[src/hdl/store_xfer_pkg.sv]
package store_xfer_pkg;

  // Opcodes handled by the decoder
  localparam logic [7:0] SET_IRQ_MASK_OP     = 8'h78;
  localparam logic [7:0] STORE_ACCUM_OP_ZP   = 8'h85;
  localparam logic [7:0] STORE_ACCUM_OP_ZPX  = 8'h95;
  localparam logic [7:0] STORE_ACCUM_OP_ABS  = 8'h8D;
  localparam logic [7:0] STORE_ACCUM_OP_ABSX = 8'h9D;
  localparam logic [7:0] STORE_ACCUM_OP_ABSY = 8'h99;
  localparam logic [7:0] STORE_ACCUM_OP_INDX = 8'h81;
  localparam logic [7:0] STORE_ACCUM_OP_INDY = 8'h91;
  localparam logic [7:0] STORE_XINDEX_OP_ZP  = 8'h86;
  localparam logic [7:0] STORE_XINDEX_OP_ZPY = 8'h96;
  localparam logic [7:0] STORE_XINDEX_OP_ABS = 8'h8E;
  localparam logic [7:0] MOVE_ACCUM_TO_XIDX  = 8'hAA;
  localparam logic [7:0] MOVE_ACCUM_TO_YIDX  = 8'hA8;
  localparam logic [7:0] MOVE_YIDX_TO_ACCUM  = 8'h98;
  localparam logic [7:0] MOVE_SP_TO_XIDX     = 8'hBA;
  localparam logic [7:0] MOVE_XIDX_TO_ACCUM  = 8'h8A;
  localparam logic [7:0] MOVE_XIDX_TO_SP     = 8'h9A;
  // Immediate loads, so that the data registers can be seeded
  localparam logic [7:0] LOAD_ACCUM_IMM      = 8'hA9;
  localparam logic [7:0] LOAD_XIDX_IMM       = 8'hA2;
  localparam logic [7:0] LOAD_YIDX_IMM       = 8'hA0;

  // Status byte bit positions
  localparam int FLAG_N = 7;
  localparam int FLAG_I = 2;
  localparam int FLAG_Z = 1;

  localparam logic [7:0]  ZP_PAGE = 8'h00;
  localparam logic [15:0] PC_RST  = 16'h0000;

  typedef enum logic [3:0] {
    ST_FETCH = 4'h0,
    ST_IMPL  = 4'h1,
    ST_OPND  = 4'h2,
    ST_ZPIDX = 4'h3,
    ST_HIGH  = 4'h4,
    ST_PTRLO = 4'h5,
    ST_PTRHI = 4'h6,
    ST_FIX   = 4'h7,
    ST_WRITE = 4'h8
  } state_t;

  typedef enum logic [2:0] {
    M_IMPL = 3'h0,
    M_IMM  = 3'h1,
    M_ZP   = 3'h2,
    M_ZPI  = 3'h3,
    M_ABS  = 3'h4,
    M_ABSI = 3'h5,
    M_INDX = 3'h6,
    M_INDY = 3'h7
  } mode_t;

  typedef struct packed {
    logic [15:0] addr;
    logic [7:0]  wdata;
    logic        we;
  } mem_req_t;

  typedef struct packed {
    logic [7:0] a;
    logic [7:0] x;
    logic [7:0] y;
    logic [7:0] sp;
    logic [7:0] p;
  } cpu_regs_t;

  localparam cpu_regs_t REGS_RST = '{a: 8'h00, x: 8'h00, y: 8'h00, sp: 8'hFF, p: 8'h20};

  function automatic mode_t decode_mode(input logic [7:0] op);
    case (op)
      STORE_ACCUM_OP_ZP, STORE_XINDEX_OP_ZP:        decode_mode = M_ZP;
      STORE_ACCUM_OP_ZPX, STORE_XINDEX_OP_ZPY:      decode_mode = M_ZPI;
      STORE_ACCUM_OP_ABS, STORE_XINDEX_OP_ABS:      decode_mode = M_ABS;
      STORE_ACCUM_OP_ABSX, STORE_ACCUM_OP_ABSY:     decode_mode = M_ABSI;
      STORE_ACCUM_OP_INDX:                          decode_mode = M_INDX;
      STORE_ACCUM_OP_INDY:                          decode_mode = M_INDY;
      LOAD_ACCUM_IMM, LOAD_XIDX_IMM, LOAD_YIDX_IMM: decode_mode = M_IMM;
      default:                              decode_mode = M_IMPL;
    endcase
  endfunction

  function automatic logic [7:0] set_nz(input logic [7:0] p, input logic [7:0] v);
    logic [7:0] r;
    r         = p;
    r[FLAG_N] = v[7];
    r[FLAG_Z] = (v == 8'h00);
    set_nz    = r;
  endfunction

endpackage

[src/hdl/cpu_store_transfer_decode.sv]
// Overview of operation
// - 78 sets interrupt mask, two cycles
// - 85 stores accumulator zero page, three cycles
// - 95 stores accumulator zero page plus X
// - 8D stores accumulator absolute, four cycles
// - 9D absolute plus X, always five cycles
// - 99 absolute plus Y, always five cycles
// - 81 indexed pointer then store, six cycles
// - 91 pointer plus Y store, six cycles
// - 86, 96, 8E store X, no flags
// - AA copies accumulator into X
// - A8 copies accumulator into Y
// - 98 copies Y into accumulator, sets NZ
// - BA copies stack pointer into X
// - 8A copies X into accumulator
// - 9A copies X into stack pointer
`timescale 1ns/10ps
module cpu_store_transfer_decode (
  // Clock and reset
  input  wire logic                 mclk,
  input  wire logic                 rst_n,
  // Memory bus
  input  wire logic [7:0]           rd_data,
  output store_xfer_pkg::mem_req_t  bus_ff,
  output logic                      sync_ff,
  // Programmer-visible registers
  output store_xfer_pkg::cpu_regs_t regs_ff
);
  import store_xfer_pkg::*;

  state_t    state_ff;
  state_t    nxt_state;
  logic [7:0]  opcode_ff;
  logic [7:0]  lo_ff;
  logic [7:0]  nxt_lo;
  logic [15:0] pc_ff;
  logic [15:0] nxt_pc;
  logic [15:0] ea_ff;
  logic [15:0] nxt_ea;
  mem_req_t  nxt_bus;
  cpu_regs_t nxt_regs;
  cpu_regs_t exec_regs;

  wire mode_t       cur_mode   = decode_mode(opcode_ff);
  wire mode_t       new_mode   = decode_mode(rd_data);
  wire logic [7:0]  nxt_opcode = (state_ff == ST_FETCH) ? rd_data : opcode_ff;
  wire logic        use_y      = (opcode_ff == STORE_XINDEX_OP_ZPY) ||
                                 (opcode_ff == STORE_ACCUM_OP_ABSY) ||
                                 (opcode_ff == STORE_ACCUM_OP_INDY);
  wire logic        xidx_store = (opcode_ff == STORE_XINDEX_OP_ZP) ||
                                 (opcode_ff == STORE_XINDEX_OP_ZPY) ||
                                 (opcode_ff == STORE_XINDEX_OP_ABS);
  wire logic [7:0]  idx        = use_y ? regs_ff.y : regs_ff.x;
  wire logic [7:0]  store_val  = xidx_store ? regs_ff.x : regs_ff.a;
  wire logic [15:0] pc_inc     = pc_ff + 16'h0001;
  // Eight-bit sum never carries into the page byte
  wire logic [7:0]  zp_sum     = rd_data + idx;
  wire logic [15:0] full_addr  = {rd_data, lo_ff};
  // Page fix-up is always spent, crossing or not
  wire logic [15:0] idx_addr   = full_addr + {8'h00, idx};
  wire logic [7:0]  lo_unfixed = lo_ff + idx;
  wire logic [15:0] ptr_next   = {ZP_PAGE, ea_ff[7:0] + 8'h01};

  // Register effects of implied and immediate instructions
  always_comb begin
    exec_regs = regs_ff;
    case (opcode_ff)
      SET_IRQ_MASK_OP: exec_regs.p[FLAG_I] = 1'b1;
      MOVE_ACCUM_TO_XIDX: begin
        exec_regs.x = regs_ff.a;
        exec_regs.p = set_nz(regs_ff.p, regs_ff.a);
      end
      MOVE_ACCUM_TO_YIDX: begin
        exec_regs.y = regs_ff.a;
        exec_regs.p = set_nz(regs_ff.p, regs_ff.a);
      end
      MOVE_YIDX_TO_ACCUM: begin
        exec_regs.a = regs_ff.y;
        exec_regs.p = set_nz(regs_ff.p, regs_ff.y);
      end
      MOVE_SP_TO_XIDX: begin
        exec_regs.x = regs_ff.sp;
        exec_regs.p = set_nz(regs_ff.p, regs_ff.sp);
      end
      MOVE_XIDX_TO_ACCUM: begin
        exec_regs.a = regs_ff.x;
        exec_regs.p = set_nz(regs_ff.p, regs_ff.x);
      end
      MOVE_XIDX_TO_SP: exec_regs.sp = regs_ff.x;
      LOAD_ACCUM_IMM: begin
        exec_regs.a = rd_data;
        exec_regs.p = set_nz(regs_ff.p, rd_data);
      end
      LOAD_XIDX_IMM: begin
        exec_regs.x = rd_data;
        exec_regs.p = set_nz(regs_ff.p, rd_data);
      end
      LOAD_YIDX_IMM: begin
        exec_regs.y = rd_data;
        exec_regs.p = set_nz(regs_ff.p, rd_data);
      end
      default: exec_regs = regs_ff;
    endcase
  end

  // Sequencer: each state is one bus cycle
  always_comb begin
    nxt_state = state_ff;
    nxt_pc    = pc_ff;
    nxt_ea    = ea_ff;
    nxt_lo    = lo_ff;
    nxt_regs  = regs_ff;
    nxt_bus   = '{addr: pc_ff, wdata: 8'h00, we: 1'b0};
    case (state_ff)
      ST_FETCH: begin
        nxt_pc       = pc_inc;
        nxt_bus.addr = pc_inc;
        nxt_state    = (new_mode == M_IMPL) ? ST_IMPL : ST_OPND;
      end
      ST_IMPL: begin
        nxt_regs  = exec_regs;
        nxt_state = ST_FETCH;
      end
      ST_OPND: begin
        nxt_pc = pc_inc;
        nxt_lo = rd_data;
        case (cur_mode)
          M_IMM: begin
            nxt_regs     = exec_regs;
            nxt_bus.addr = pc_inc;
            nxt_state    = ST_FETCH;
          end
          M_ZP: begin
            nxt_bus.addr = {ZP_PAGE, rd_data};
            nxt_state    = ST_WRITE;
          end
          M_ZPI, M_INDX: begin
            nxt_bus.addr = {ZP_PAGE, rd_data};
            nxt_ea       = {ZP_PAGE, zp_sum};
            nxt_state    = ST_ZPIDX;
          end
          M_INDY: begin
            nxt_bus.addr = {ZP_PAGE, rd_data};
            nxt_ea       = {ZP_PAGE, rd_data};
            nxt_state    = ST_PTRLO;
          end
          default: begin
            nxt_bus.addr = pc_inc;
            nxt_state    = ST_HIGH;
          end
        endcase
      end
      ST_ZPIDX: begin
        nxt_bus.addr = ea_ff;
        nxt_state    = (cur_mode == M_INDX) ? ST_PTRLO : ST_WRITE;
      end
      ST_PTRLO: begin
        nxt_lo       = rd_data;
        nxt_bus.addr = ptr_next;
        nxt_state    = ST_PTRHI;
      end
      ST_HIGH, ST_PTRHI: begin
        if (state_ff == ST_HIGH) begin
          nxt_pc = pc_inc;
        end
        if (cur_mode == M_ABS || cur_mode == M_INDX) begin
          nxt_bus.addr = full_addr;
          nxt_state    = ST_WRITE;
        end else begin
          nxt_bus.addr = {rd_data, lo_unfixed};
          nxt_ea       = idx_addr;
          nxt_state    = ST_FIX;
        end
      end
      ST_FIX: begin
        nxt_bus.addr = ea_ff;
        nxt_state    = ST_WRITE;
      end
      ST_WRITE: nxt_state = ST_FETCH;
      default:  nxt_state = ST_FETCH;
    endcase
    if (nxt_state == ST_WRITE) begin
      nxt_bus.we    = 1'b1;
      nxt_bus.wdata = store_val;
    end
  end

  always_ff @(posedge mclk or negedge rst_n) begin
    if (!rst_n) begin
      state_ff  <= ST_FETCH;
      opcode_ff <= 8'h00;
      lo_ff     <= 8'h00;
      pc_ff     <= PC_RST;
      ea_ff     <= 16'h0000;
      bus_ff    <= '{addr: PC_RST, wdata: 8'h00, we: 1'b0};
      sync_ff   <= 1'b1;
      regs_ff   <= REGS_RST;
    end else begin
      state_ff  <= nxt_state;
      opcode_ff <= nxt_opcode;
      lo_ff     <= nxt_lo;
      pc_ff     <= nxt_pc;
      ea_ff     <= nxt_ea;
      bus_ff    <= nxt_bus;
      sync_ff   <= (nxt_state == ST_FETCH);
      regs_ff   <= nxt_regs;
    end
  end
endmodule // cpu_store_transfer_decode

[config.mk]
export PLATFORM = sky130hd
export DESIGN_NAME = cpu_store_transfer_decode
export DESIGN_NICKNAME = d
export VERILOG_FILES = /design/src/hdl/store_xfer_pkg.sv /design/src/hdl/cpu_store_transfer_decode.sv
export SDC_FILE = /design/constraint.sdc
export NUM_CORES = 1
export LEC_CHECK = 0
export BUFFER_PORTS_ARGS = -buffer_cell sky130_fd_sc_hd__buf_2
export CAP_MARGIN = 30
export CORE_UTILIZATION = 54
export DETAILED_ROUTE_END_ITERATION = 12
export PLACE_DENSITY = 0.83
export SYNTH_ARGS = -nofsm -noshare
export SYNTH_HDL_FRONTEND = slang
export SYNTH_SLANG_ARGS = --single-unit
[constraint.sdc]
create_clock -name mclk -period 3.4 [get_ports mclk]
set_input_delay 0 -clock mclk [delete_from_list [all_inputs] [get_ports mclk]]
set_output_delay 0 -clock mclk [all_outputs]
set_load 0.01 [all_outputs]
; ---- Word level (Yosys, flattened, before mapping)
; Index checks and enable logic that the tools add are counted.
; Widths: inputs -> output; s select.
[totals]
regBits = 118
input_bits = 10
output_inout_bits = 66
wordCells = 133
[op_classes]
n_addsub = 5
n_eq_ne = 51
muxes = 27
reduce_logical = 36
[op_table]
columns = operator, n
row1 = $eq 8x8->1 const B, 32
row2 = $pmux 16 s2, 3
row3 = $pmux 16 s5, 1
row4 = $pmux 40 s2, 1
row5 = $mux 16, 3
row6 = $pmux 8 s3, 2
row7 = $pmux 3 s7, 2
row8 = $logic_not 8->1, 5
row9 = $mux 40, 1
row10 = $mux 8, 4
row11 = $reduce_or 2->1, 14
row12 = $pmux 5 s5, 1
row13 = $pmux 4 s6, 1
row14 = $add 16x1->16 const B, 1
row15 = $add 16x8->16, 1
row16 = $add 8x8->8, 2
row17 = $eq 4x3->1 const B, 4
row18 = $pmux 4 s4, 1
row19 = $pmux 8 s2, 1
row20 = $pmux 2 s5, 1
row21 = $eq 3x3->1 const B, 3
row22 = $mux 9, 1
row23 = $add 8x1->8 const B, 1
row24 = $eq 4x2->1 const B, 2
row25 = other kinds (19), 31

; ---- Depth between registers and ports, before layout
[depth]
depth_word = 9
ltp_mapped = 13
depth_no_buf = 12

; ---- Least setup slack after synthesis
; OpenSTA, ideal clock, no wires.
[synth_timing]
path_type = reg-to-reg
startpoint = register opcode_ff[2]
endpoint = register ea_ff[10]
setup_time_ps = 121
t_arrival_ps = 3318
t_required_ps = 3279
setup_slack_ps = -39
stages_incl_launch_ff = 13
n_path_buf = 2
period_less_slack_ps = 3439
cell_sequence = dfrtp_1 > buf_2 > nor4bb_1 > o21a_1 > buf_2 > mux2_2 > ha_1 > nor2b_1 > o31a_1 > o31ai_1 > a211oi_1 > xor2_1 > a22o_1
[synth_via]
elab_chain_len = 7
elab_cells_between_ends = 34
classes_between = add/sub (1) / eq/ne (19) / mux (4) / reduce/logical (10)
[synth_lines]
columns = item, line_no
row1 = from (decl), cpu_store_transfer_decode.sv:33  ; logic [7:0] opcode_ff;
row2 = from (signal assigned), cpu_store_transfer_decode.sv:200  ; opcode_ff <= nxt_opcode;
row3 = "$eq 8x8->1, on equally long branches", "store_xfer_pkg.sv:74, cpu_store_transfer_decode.sv:47, cpu_store_transfer_decode.sv:48"
row4 = $logic_or 1x1->1 (tied with other cells), cpu_store_transfer_decode.sv:47  ; wire logic use_y = (opcode_ff == STORE_XINDEX_OP_ZPY) ||
row5 = $logic_or 1x1->1 or $pmux 3 s7 (tied branches), "cpu_store_transfer_decode.sv:48, store_xfer_pkg.sv:74"
row6 = $mux 8 (tied with other cells), cpu_store_transfer_decode.sv:53  ; wire logic [7:0] idx = use_y ? regs_ff.y : regs_ff.x;
row7 = $add 16x8->16 (tied with other cells), cpu_store_transfer_decode.sv:60  ; wire logic [15:0] idx_addr = full_addr + {8'h00, idx};
row8 = $mux 16 (tied with other cells), cpu_store_transfer_decode.sv:166  ; if (cur_mode == M_ABS || cur_mode == M_INDX) begin
row9 = $pmux 16 s2 or $reduce_and 3->1 (tied branches), n/a
row10 = to (signal assigned), cpu_store_transfer_decode.sv:203  ; ea_ff <= nxt_ea;
row11 = to (decl), cpu_store_transfer_decode.sv:38  ; logic [15:0] ea_ff;
; Parallel ways exist; a longest one is shown, timed or not. The select of a mux whose other input is x is not followed.
; A chain may end at the register's enable or synchronous reset.

; ---- Worst setup path in the final report
[layout_timing]
startpoint = register opcode_ff[6]
endpoint = register ea_ff[15]
; Same word-level chain as after synthesis.

==> impl_metrics.csv <==
group,metric,value,unit
outcome,status,"completed",
setup_path,crit_slowest_cell,"o21ai_0",
setup_path,arrival,3580,ps
drt,finalWirelength,22560,microns
setup_path,reg2reg_slack,130,ps
finish,fillers,1021,
placement,io_buffer_count,70,
setup_path,start_kind,"flip-flop",
placement,post_dp_cell_area,8132,sq um
drt,wire_per_inst,20.98,microns
setup_path,cp_cell_sequence,"and4bb_4, o21a_2, mux2_2, ha_1, o21ai_0, o21ai_0, a31oi_2, nor3b_1, xnor2_1, a22o_1",
floorplan,die_w,120.1,microns
clocking,numClockSinks,113,
run,cap_violations,0,
global_route,grt_start_max_net_pins,50,
logic_synthesis,async_reset_ff_frac,1.000,
drt,drt_iter0_drc,917,
setup_path,crit_fanout,8,
drt,first_pass_iters,5,
global_route,grt_overflow_total,0,
sta,max_slew_margin,0.4147,
logic_synthesis,seq_area_frac_synth,0.3770,
logic_synthesis,synth_edf_count,0,
clocking,cts_tree,"yes",
setup_path,cp_data_required_time,3710,ps
sta,min_period_over_period,0.9625,
clocking,cts-htree-levels,4,
placement,place.gp.congestion,0.9860,
finish,layout.nets,915,
floorplan,initial_core_util,0.5620,
finish,diodes,0,
logic_synthesis,syn-instance-count,813,
sta,setup_viol,0,
power,power_density,813.7,nW/um^2
logic_synthesis,synth_flop_cell,"dfrtp_1",
finish,final_cells,1075,
global_route,grt_pass1_wl,36300,microns
power,total_leakage_power,4.036,nW
logic_synthesis,synth.avg_cell_area,9.263,sq um
floorplan,ios,76,
floorplan,die-height,120.1,microns
sta,fin_setup_tns,0,ps
logic_synthesis,syn_area,7531,sq um
sta,maxSlewViolCount,0,
logic_synthesis,netlist.area_leader.share,0.3456,
power,total_power,7.181,mW
clocking,root_buffer,"clkbuf_16",
finish,drive_above_1_share,0.2625,
setup_path,cp-end-kind,"flip-flop",
sta,timing_hold_violations_final,0,
sta,worst_pin_slew,866.1,ps
global_route,track_usage,0.3273,
logic_synthesis,ys_warn_count,0,
floorplan,core,13400,sq um
sta,worst_clock_skew,11.83,ps
worst_hold_path,hp-class,"input pin to flip-flop",
global_route,first_global_vias,6752,
finish,final_util,0.6586,
logic_synthesis,yosysMostFrequentCell,"dfrtp_1",
setup_path,path_common_cell,"o21ai_0",
setup_path,critPathTopFamily,"compound AO/OA/AOI/OAI gates",
logic_synthesis,ys_seq_elements,113,
logic_synthesis,synth_area_leader_cell,"dfrtp_1",
setup_path,crit_path_max_incr_delay,450,ps
clocking,cts_buffers,17,
global_route,grt_antenna_before_repair,0,
finish,area_delta_synth_final,17.20,%
drt,detailroute.via_count,7148,
floorplan,die_area,14420,sq um
power,ir_worst_vdd,0.4537,mV
placement,dpl.cell_count,1042,
clocking,clk_latency,420,ps
floorplan,rows,42,
sta,fmax,305.6,MHz
drt,viasPerCell,6.649,
logic_synthesis,synth_common_cells,"dfrtp_1 (104), nand2_1 (102), mux2_2 (62), nor2_1 (51), a21oi_1 (42)",
setup_path,worst-path-buf-inv,0,
logic_synthesis,synth.distinct_cells,74,
placement,hpwl,14960,microns
clocking,clkTransAtPathRegs,60,ps
finish,stdcell_area,8826,sq um
clocking,post-cts-setup-buffers,0,
drt,drc_errors,0,
sta,period_minus_slack,3272,ps
setup_path,worstSetupPathType,"flip-flop to flip-flop",
logic_synthesis,synth.area.top_cells,"dfrtp_1 (35%), mux2_2 (9.3%), nand2_1 (5.1%)",
drt,ant_nets,0,
clocking,clockBufferDepth,2,
[stage by stage]
stage                     setup slack, ps  hold slack (ps)
after CTS                           23.05            11.09
after global routing               -46.04            26.52
after floorplan                     105.5           -295.6
final                               127.6            34.40
after global placement              133.1            55.72
after detailed placement           -4.973            58.58
[worst reg2reg max path, stage by stage (launching register included)]
cell and delay [ps]:
dfrtp_1 440, and4bb_4 390, o21a_2 230, mux2_2 380, ha_1 350, o21ai_0 160, o21ai_0 450, a31oi_2 200
nor3b_1 290, xnor2_1 100, a22o_1 180
[per-layer routing]
| layer | vias to the layer above | global-route usage | share of wire |
|---|---|---|---|
| met5 | - | 0 | 0 |
| met4 | 0 | 0.1672 | 0.042 |
| met3 | 95 | 0.07224 | 0.10 |
| met2 | 513 | 0.4971 | 0.46 |
| met1 | 3388 | 0.4379 | 0.40 |
| li1 | 3152 | - | - |
[final timing paths]
kind | startpoint | cells after the start | to
max | opcode_ff[6] | 10 | ea_ff[15]
min | rd_data[7] | 2 | opcode_ff[7]
max reg2reg | opcode_ff[6] | 10 | ea_ff[15]
min reg2reg | regs_ff[2] | 1 | regs_ff[2]
max in group asynchronous | rst_n | 3 | sync_ff
min in group asynchronous | rst_n | 2 | bus_ff[0]
[report_power, final]
part | internal, mW | switching (mW) | total (mW)
sequential | 1.73 | 0.349 | 2.08
combinational | 1.27 | 1.89 | 3.15
clock | 1.26 | 0.695 | 1.95
total | 4.25 | 2.93 | 7.18
[cell type report]
class	count	area [sq um]	share of cell area
multi-input combinational	629	4449	0.5041
timing repair buffer	101	588.1	0.06663
inverter	24	90.09	0.01021
clock buffer	18	439.2	0.04976
sequential	113	2839	0.3217
tap	176	220.2	0.02495
clock inverter	14	200.2	0.02268
[sequential cells by signal, summed over array words and instances, names as in the netlist]
signal and flops:
regs_ff 35, bus_ff 25, ea_ff 16, pc_ff 16, lo_ff 8, opcode_ff 8
state_ff 4, sync_ff 1
[cell usage in the layout, fill, tap and decap left out, types with 7 or more instances in the layout]
cell and count:
a211oi_1 15, buf_4 31, ha_1 17, dfstp_2 9, nor2b_1 7, o21ai_0 37, a22o_1 8, dfrtp_1 104
a21oi_1 42, nand2_1 102, xnor2_1 22, mux2i_1 15, inv_1 24, nand3_1 20, nor2_1 51, a21o_1 7
nor3_1 13, nor4_1 18, o211ai_1 12, a22oi_1 16, buf_2 69, xor2_1 11, a31oi_1 10, nand2b_1 13
mux2_2 62, a221oi_1 13, clkbuf_16 17
[kinds of logic (layout without fill, tap and decap cells)]
logic type               count (synthesis)  in the layout  share of synthesized area
adder cells (fa/ha/maj)                 19             19                    0.03356
multiplexers                            77             77                     0.1126
AND/OR/NAND/NOR                        282            282                     0.1987
XOR/XNOR                                33             33                    0.03838
AO/OA/AOI/OAI                          213            213                     0.1975
other                                    2              5                  0.0009972
flip-flops                             113            113                     0.3770
buffers and inverters                   74            157                    0.04120
[what timing repair did]
action	4_1_cts	5_1_grt
pin swaps	0	1
resized for setup	1	9
setup endpoints to repair	6	15
hold endpoints to repair	47	0
hold buffers	1	0
(Power assumes the default switching activity.)
